`src/rtl/wdc_pkg.sv`:
```
// package: register map, field layout and timing constants of the watchdog control block
package wdc_pkg;
   localparam logic [11:0] CTRL_OFFSET   = 12'h000;
   localparam logic [11:0] CAUSE_OFFSET  = 12'h004;
   localparam logic [11:0] IRQ_ST_OFFSET = 12'h008;
   localparam logic [11:0] IRQ_MSK_OFFSET = 12'h00C;
   localparam logic [11:0] KICK_OFFSET   = 12'h010;
   localparam int BIT_IRQ_FLAG  = 7;
   localparam int BIT_IRQ_EN    = 6;
   localparam int BIT_PRE_MSB   = 5;
   localparam int BIT_CHANGE_EN = 4;
   localparam int BIT_RST_EN    = 3;
   localparam int BIT_CAUSE_WDOG = 3;
   localparam int CHANGE_WINDOW_CYCLES = 4;
   localparam int TIMEOUT_BASE_LOG2 = 11;
   localparam logic [3:0] PRESCALE_MAX = 4'h9;
   localparam logic [15:0] RESET_VECTOR = 16'h0000;
   localparam logic [7:0] CTRL_RESET = 8'h00;
   localparam logic [1:0] IRQ_EV_TIMEOUT = 2'h1;
   localparam logic [1:0] IRQ_EV_WDRESET = 2'h2;
   typedef enum logic [1:0] {
      WDC_STOPPED   = 2'b00,
      WDC_IRQ       = 2'b01,
      WDC_IRQ_RESET = 2'b11,
      WDC_RESET     = 2'b10
   } wdc_mode_t;
   typedef struct packed {
      logic [3:0] prescale;
      logic       rst_en;
      logic       irq_en;
   } wdc_cfg_t;
endpackage : wdc_pkg

```
`src/rtl/wdc_top.sv`:
```
// watchdog control block: timed change protection, prescaler, modes, apb registers
//
// Chosen here: register access over APB and the register addresses.
`timescale 1ns/10ps
`default_nettype none
module wdc_top #(
   parameter int CNT_W = 21
) (
   input  wire logic        sys_clk,
   input  wire logic        arst_n,
   input  wire logic        wdog_osc_tick,
   input  wire logic        always_on_fuse,
   input  wire logic        irq_vector_taken,
   input  wire logic        psel,
   input  wire logic        penable,
   input  wire logic        pwrite,
   input  wire logic [11:0] paddr,
   input  wire logic [31:0] pwdata,
   output logic             pready,
   output logic [31:0]      prdata,
   output logic             pslverr,
   output logic             timeout_irq,
   output logic             sys_reset_req,
   output logic [15:0]      restart_vector,
   output logic             irq_out
);
   logic              rst_q1;
   logic              rst_n;
   logic              change_enable_bit;
   logic [2:0]        change_cnt;
   logic              system_reset_enable_bit;
   logic              timeout_irq_enable;
   logic              timeout_irq_flag;
   logic [3:0]        prescaler_select;
   logic              watchdog_reset_flag;
   logic [CNT_W-1:0]  wdog_cnt;
   logic [1:0]        irq_status;
   logic [1:0]        irq_mask;
   logic              acc;
   logic              wr;
   logic              rd;
   logic [7:0]        wb;
   logic              timeout;
   logic [7:0]        ctrl_view;
   wdc_pkg::wdc_mode_t mode;
   wdc_pkg::wdc_cfg_t  cfg;

   // reset release through two flops; assertion stays asynchronous
   // every register below resets from the released copy, except the cause flag
   always_ff @(posedge sys_clk or negedge arst_n) begin
      if (!arst_n) begin
         rst_q1 <= 1'b0;
         rst_n  <= 1'b0;
      end else begin
         rst_q1 <= 1'b1;
         rst_n  <= rst_q1;
      end
   end

   // apb decode; zero wait states
   assign acc = psel && penable;
   assign wr  = acc && pwrite;
   assign rd  = acc && !pwrite;
   assign wb  = pwdata[7:0];

   // effective configuration: fuse locks reset on and interrupt off
   assign cfg.prescale = prescaler_select;
   assign cfg.rst_en   = system_reset_enable_bit || always_on_fuse;
   assign cfg.irq_en   = timeout_irq_enable && !always_on_fuse;
   assign mode = wdc_pkg::wdc_mode_t'({cfg.rst_en, cfg.irq_en});

   // time-out length 2048 << select; reserved codes clamp to the longest
   function automatic logic [CNT_W-1:0] limit_of(input logic [3:0] sel);
      logic [3:0] s;
      s = (sel > wdc_pkg::PRESCALE_MAX) ? wdc_pkg::PRESCALE_MAX : sel;
      limit_of = CNT_W'((32'd1 << (wdc_pkg::TIMEOUT_BASE_LOG2 + 32'(s))) - 32'd1);
   endfunction : limit_of

   assign timeout = wdog_osc_tick && (mode != wdc_pkg::WDC_STOPPED)
                    && (wdog_cnt >= limit_of(cfg.prescale));

   // oscillator cycle counter; a kick write or a stop restarts it
   // limitation: shortening the select mid-count can expire at once, so kick first
   always_ff @(posedge sys_clk or negedge rst_n) begin
      if (!rst_n) begin
         wdog_cnt <= '0;
      end else if ((wr && paddr == wdc_pkg::KICK_OFFSET) || mode == wdc_pkg::WDC_STOPPED) begin
         wdog_cnt <= '0;
      end else if (wdog_osc_tick) begin
         wdog_cnt <= timeout ? '0 : wdog_cnt + 1'b1;
      end
   end

   // change window: self clears after four system clocks
   // a second opening write inside the window restarts the four-cycle count
   always_ff @(posedge sys_clk or negedge rst_n) begin
      if (!rst_n) begin
         change_enable_bit <= 1'b0;
         change_cnt        <= '0;
      end else if (wr && paddr == wdc_pkg::CTRL_OFFSET && wb[wdc_pkg::BIT_CHANGE_EN]) begin
         change_enable_bit <= 1'b1;
         change_cnt        <= 3'(wdc_pkg::CHANGE_WINDOW_CYCLES - 1);
      end else if (change_enable_bit) begin
         if (change_cnt == '0) begin
            change_enable_bit <= 1'b0;
         end else begin
            change_cnt <= change_cnt - 1'b1;
         end
      end
   end

   // protected fields: clear of reset enable or prescaler change only inside the window
   always_ff @(posedge sys_clk or negedge rst_n) begin
      if (!rst_n) begin
         system_reset_enable_bit <= 1'b0;
         prescaler_select        <= 4'h0;
      end else begin
         if (wr && paddr == wdc_pkg::CTRL_OFFSET) begin
            if (wb[wdc_pkg::BIT_RST_EN] || change_enable_bit) begin
               system_reset_enable_bit <= wb[wdc_pkg::BIT_RST_EN];
            end
            if (change_enable_bit) begin
               prescaler_select <= {wb[wdc_pkg::BIT_PRE_MSB], wb[2:0]};
            end
         end
         // placed last so the forced one beats a software clear in the same cycle
         if (watchdog_reset_flag) begin
            system_reset_enable_bit <= 1'b1;
         end
      end
   end

   // interrupt enable and flag; the time-out set wins over any clear
   always_ff @(posedge sys_clk or negedge rst_n) begin
      if (!rst_n) begin
         timeout_irq_enable <= 1'b0;
         timeout_irq_flag   <= 1'b0;
      end else begin
         if (wr && paddr == wdc_pkg::CTRL_OFFSET) begin
            timeout_irq_enable <= wb[wdc_pkg::BIT_IRQ_EN];
         end
         if (irq_vector_taken && mode == wdc_pkg::WDC_IRQ_RESET) begin
            timeout_irq_enable <= 1'b0;
         end
         if (timeout && cfg.irq_en) begin
            timeout_irq_flag <= 1'b1;
         end else if (irq_vector_taken
                      || (wr && paddr == wdc_pkg::CTRL_OFFSET && wb[wdc_pkg::BIT_IRQ_FLAG])) begin
            timeout_irq_flag <= 1'b0;
         end
      end
   end

   // reset cause flag survives the watchdog reset it requests; software writes zero to clear
   // set beats the clear when both land in one cycle
   always_ff @(posedge sys_clk or negedge arst_n) begin
      if (!arst_n) begin
         watchdog_reset_flag <= 1'b0;
      end else if (timeout && cfg.rst_en && !cfg.irq_en) begin
         watchdog_reset_flag <= 1'b1;
      end else if (wr && paddr == wdc_pkg::CAUSE_OFFSET && !wb[wdc_pkg::BIT_CAUSE_WDOG]) begin
         watchdog_reset_flag <= 1'b0;
      end
   end

   // system reset request and restart address
   // restart vector is a constant, registered only so the output comes from a flop
   always_ff @(posedge sys_clk or negedge rst_n) begin
      if (!rst_n) begin
         sys_reset_req  <= 1'b0;
         restart_vector <= wdc_pkg::RESET_VECTOR;
         timeout_irq    <= 1'b0;
      end else begin
         sys_reset_req  <= timeout && cfg.rst_en && !cfg.irq_en;
         restart_vector <= wdc_pkg::RESET_VECTOR;
         timeout_irq    <= timeout_irq_flag && cfg.irq_en;
      end
   end

   // sticky event bits; a read clears only the bits it returned, so an event
   // landing between the setup and access edges waits for the next read
   always_ff @(posedge sys_clk or negedge rst_n) begin
      if (!rst_n) begin
         irq_status <= '0;
         irq_mask   <= '0;
         irq_out    <= 1'b0;
      end else begin
         irq_status <= ((rd && paddr == wdc_pkg::IRQ_ST_OFFSET) ? (irq_status & ~prdata[1:0])
                                                                : irq_status)
                       | (timeout && cfg.irq_en ? wdc_pkg::IRQ_EV_TIMEOUT : 2'b00)
                       | (sys_reset_req ? wdc_pkg::IRQ_EV_WDRESET : 2'b00);
         if (wr && paddr == wdc_pkg::IRQ_MSK_OFFSET) begin
            irq_mask <= pwdata[1:0];
         end
         irq_out <= |(irq_status & irq_mask);
      end
   end

   assign ctrl_view = {timeout_irq_flag, cfg.irq_en, prescaler_select[3], change_enable_bit,
                       cfg.rst_en, prescaler_select[2:0]};

   // read data registered at the end of the setup cycle; unmapped addresses answer with an error
   always_ff @(posedge sys_clk or negedge rst_n) begin
      if (!rst_n) begin
         prdata  <= '0;
         pready  <= 1'b0;
         pslverr <= 1'b0;
      end else begin
         pready  <= psel && !penable;
         pslverr <= 1'b0;
         if (psel && !penable) begin
            unique case (paddr)
               wdc_pkg::CTRL_OFFSET:    prdata <= {24'h00_0000, ctrl_view};
               wdc_pkg::CAUSE_OFFSET:   prdata <= {28'h000_0000, watchdog_reset_flag, 3'h0};
               wdc_pkg::IRQ_ST_OFFSET:  prdata <= {30'h0000_0000, irq_status};
               wdc_pkg::IRQ_MSK_OFFSET: prdata <= {30'h0000_0000, irq_mask};
               wdc_pkg::KICK_OFFSET:    prdata <= '0;
               default: begin
                  prdata  <= '0;
                  pslverr <= 1'b1;
               end
            endcase
         end
      end
   end
endmodule : wdc_top
`default_nettype wire

```
`config.mk`:
```
export PLATFORM = sky130hd
export DESIGN_NAME = wdc_top
export DESIGN_NICKNAME = d
export VERILOG_FILES = /design/src/rtl/wdc_pkg.sv /design/src/rtl/wdc_top.sv
export SDC_FILE = /design/constraint.sdc
export NUM_CORES = 1
export LEC_CHECK = 0
export BUFFER_PORTS_ARGS = -buffer_cell sky130_fd_sc_hd__clkbuf_2
export CAP_MARGIN = 20
export CORE_MARGIN = 5
export CORE_UTILIZATION = 45
export DETAILED_ROUTE_END_ITERATION = 6
export GPL_ROUTABILITY_DRIVEN = 0
export PLACE_DENSITY = 0.78
export REMOVE_ABC_BUFFERS = 1
export SLEW_MARGIN = 10
export SYNTH_ARGS = -nofsm -noshare
export SYNTH_HDL_FRONTEND = slang
export SYNTH_SLANG_ARGS = --single-unit
```
`constraint.sdc`:
```
create_clock -name sys_clk -period 3.96 [get_ports sys_clk]
set_input_delay 0.792 -clock sys_clk [delete_from_list [all_inputs] [get_ports sys_clk]]
set_output_delay 0.792 -clock sys_clk [all_outputs]
set_load 0.01 [all_outputs]
```
==> flow_summary.ini <==
[status]
status = complete, no violations

[yosys]
synth_top_flop_cell = dfrtp_1
synth_area_per_cell_um2 = 8.75
synth.top_cells.by_area = dfrtp_1 (35%), ha_1 (9.0%), buf_4 (8.0%)
yosysSeqAreaShare_pct = 34.6
syn_area_um2 = 3760
ys_warn_count = 0
synth_top_area_share_pct = 34.6
synthCells = 430
yosys.cell_types.count = 57
synthArstFlopShare_pct = 100
synth_area_leader_cell = dfrtp_1
synth_edf_count = 0
ys_ff_latch = 52

[placement]
port_buffers = 40
dp_cells = 575
hpwl_um = 6350

[critical_path]
endpoint_kind = flop
worst-setup-path-type = flop to flop
crit_family = compound AO/OA/AOI/OAI gates
cp_slowest_stage_delay_ns = 0.39
critical_path.max_fanout = 19
start_kind = flop
crit_slowest_cell = dfrtp_1
critPathRequiredTime_ns = 4.17
path_cells = or2_2, a21oi_1, ha_1, and2_1, nor2_1, a21oi_1, o22ai_1, a22oi_1, ha_1, and3_1, nand3_1, a31oi_1, a2111oi_4, buf_12, nand4_1, o31ai_1
path_buf_inv = 1
crit_arrival_ns = 3.89

[die]
die-area_um2 = 10300
core_um2 = 8180
ios = 105
die_h_um = 101
die_w_um = 101
rows = 33
initial_core_util_pct = 46.0

[clock_tree]
cts_tree = done
clockBufferDepth = 2
cts_made_buffers = 5
clkTransAtPathRegs_ns = 0.11
cts_sinks = 52
cts-root-buf = clkbuf_8
h-tree-depth = 2
insertion_delay_ns = 0.31
hold_buffers = 0

[drt]
wire_per_inst_um = 14.4
drt_pass1_iterations = 7
drtAntennaViolNets = 0
drtIter0Drc = 194
drcViolationCount = 0
vias_per_cell = 5.58
via_count = 3261
drt_wl_total_um = 8400

[cells_and_area]
nets = 557
syn_to_final_growth_pct = 9.91
regArea_um2 = 1300
drive_gt1_share_pct = 17.5
fillers = 746
fin_util_pct = 50.6
n_antenna_cell = 0
stdcell_count = 584
multiInputGateArea_um2 = 2190

[sta]
slew_violations = 0
period_needed_ns = 3.69
max_slew_margin_pct = 50.1
finalSetupViolCount = 0
finalCritPeriodShare_pct = 93.1
max_freq_mhz = 271
hold_viol = 0
tightest_slew_ns = 0.742
finalSetupTns_ns = 0
fin_skew_ns = 0.00999

[pwr]
powerDensity_nw_per_um2 = 358
power_leakage_uw = 0.00196
ir_worst_vdd_mv = 0.206

[job]
maxCapViolCount = 0

[global_route]
grt_max_degree = 50
grt_overflow = 0
grt.total_usage_pct = 16.1
grt_pass1_wl_um = 13600
first_global_vias = 2975
antenna_found_initial = 0

[worst_hold_path]
hold_path_class = input port to asynchronous set/reset pin
cells by family after synthesis:
logic type	share of synthesized area, %
other	0.200
buffers and inverters	12.1
xor gates and xnor gates	1.63
muxes	2.66
and+or+nand+nor	21.6
DFF	34.6
adders and majority gates	8.98
AOI/OAI and AO/OA	18.2
cells in the mapped netlist (6+ instances only):
cell,number
inv_1,24
dfrtp_1,52
o21ai_0,9
nand2_1,41
and3_1,6
a21oi_1,23
a31oi_1,13
nor2_1,27
buf_4,40
o22ai_1,7
nand3_1,12
nor3_1,11
ha_1,27
clkbuf_1,15
nand4_1,16
nand2b_1,6
a211oi_1,6
a22o_1,6
mux2_2,8
routing by layer:
| metal | global-route usage [%] | vias to the layer above | part of all wire (%) |
|---|---|---|---|
| met5 | 0 | - | 0 |
| met4 | 5.11 | 0 | 1.6 |
| met3 | 2.34 | 16 | 5.7 |
| met2 | 27.2 | 106 | 49 |
| met1 | 21.3 | 1572 | 44 |
| li1 | - | 1567 | - |
repair_timing:
action                                  CTS  global route
endpoints found under the setup margin    0            23
gates resized for setup                   0             4
setup buffers                             0             0
cells in the final DEF, fill, tap and decap left out, types with 6 or more instances in the layout:
| master | synthesis | routed |
|---|---|---|
| nor3_1 | 11 | 11 |
| dfrtp_1 | 52 | 51 |
| nand4_1 | 16 | 16 |
| nand2b_1 | 6 | 6 |
| ha_1 | 27 | 27 |
| nand3_1 | 12 | 12 |
| and3_1 | 6 | 6 |
| buf_4 | 40 | 11 |
| conb_1 | 2 | 47 |
| a31oi_1 | 13 | 13 |
| inv_1 | 24 | 24 |
| a211oi_1 | 6 | 6 |
| o22ai_1 | 7 | 7 |
| o21ai_0 | 9 | 8 |
| a22o_1 | 6 | 6 |
| a21oi_1 | 23 | 23 |
| mux2_2 | 8 | 8 |
| nor2_1 | 27 | 27 |
| clkbuf_2 | 0 | 40 |
| nand2_1 | 41 | 41 |
worst register-to-register path, delay by kind of cell, from the launching register on:
kind | cells | cell delay, ns
AOI/OAI and AO/OA | 7 | 1.22
and+or+nand+nor | 6 | 1.15
adders and majority gates | 2 | 0.61
DFF | 1 | 0.39
buffers and inverters | 1 | 0.21
flip-flops by register name, summed over array words and instances, names as in the netlist:
| name | count |
|---|---|
| wdog_cnt | 21 |
| prdata | 8 |
| prescaler_select | 4 |
| change_cnt | 3 |
| irq_mask | 2 |
| irq_status | 2 |
| change_enable_bit | 1 |
| irq_out | 1 |
| pready | 1 |
| pslverr | 1 |
| rst_n | 1 |
| rst_q1 | 1 |
| sys_reset_req | 1 |
| system_reset_enable_bit | 1 |
| timeout_irq | 1 |
| timeout_irq_enable | 1 |
| timeout_irq_flag | 1 |
| watchdog_reset_flag | 1 |
worst paths after layout:
path,from,to,slack (ns),cells past startpoint
setup / recovery,prescaler_select[0],wdog_cnt[9],0.27,16
hold / removal,arst_n,rst_q1,0.27,1
setup reg to reg,prescaler_select[0],wdog_cnt[9],0.27,16
hold reg to reg,rst_n,wdog_cnt[17],0.30,0
max in group asynchronous,rst_n,prdata[7],3.12,1
min in group sys_clk,rst_q1,rst_n,0.36,0
cell type report:
class | instances | area share (%)
Multi-Input combinational cell | 342 | 53.0
Sequential cell | 52 | 31.5
Timing Repair Buffer | 53 | 7.99
Tap cell | 105 | 3.18
Inverter | 24 | 2.18
Clock buffer | 5 | 1.66
Clock inverter | 3 | 0.515
report_power, final:
| part | internal (µW) | switching, µW | total (µW) |
|---|---|---|---|
| Sequential | 575 | 62.5 | 637 |
| Combinational | 224 | 302 | 526 |
| Clock | 126 | 189 | 315 |
| Total | 925 | 553 | 1480 |
stage by stage:
| stage | area (µm²) | hold slack (ns) | total power [µW] | setup slack, ns |
|---|---|---|---|---|
| after detailed placement | 4000 | 0.336 | 1150 | 0.0529 |
| final | 4130 | 0.266 | 1480 | 0.272 |
| after floorplan | 3560 | 0.331 | 945 | 0.00443 |
| after global placement | 4000 | 0.333 | 1120 | 0.135 |
| after CTS | 4090 | 0.263 | 1460 | 0.00514 |
| after global routing | 4130 | 0.254 | 1570 | -0.0271 |
No activity file was read; power rests on OpenSTA's default activity.
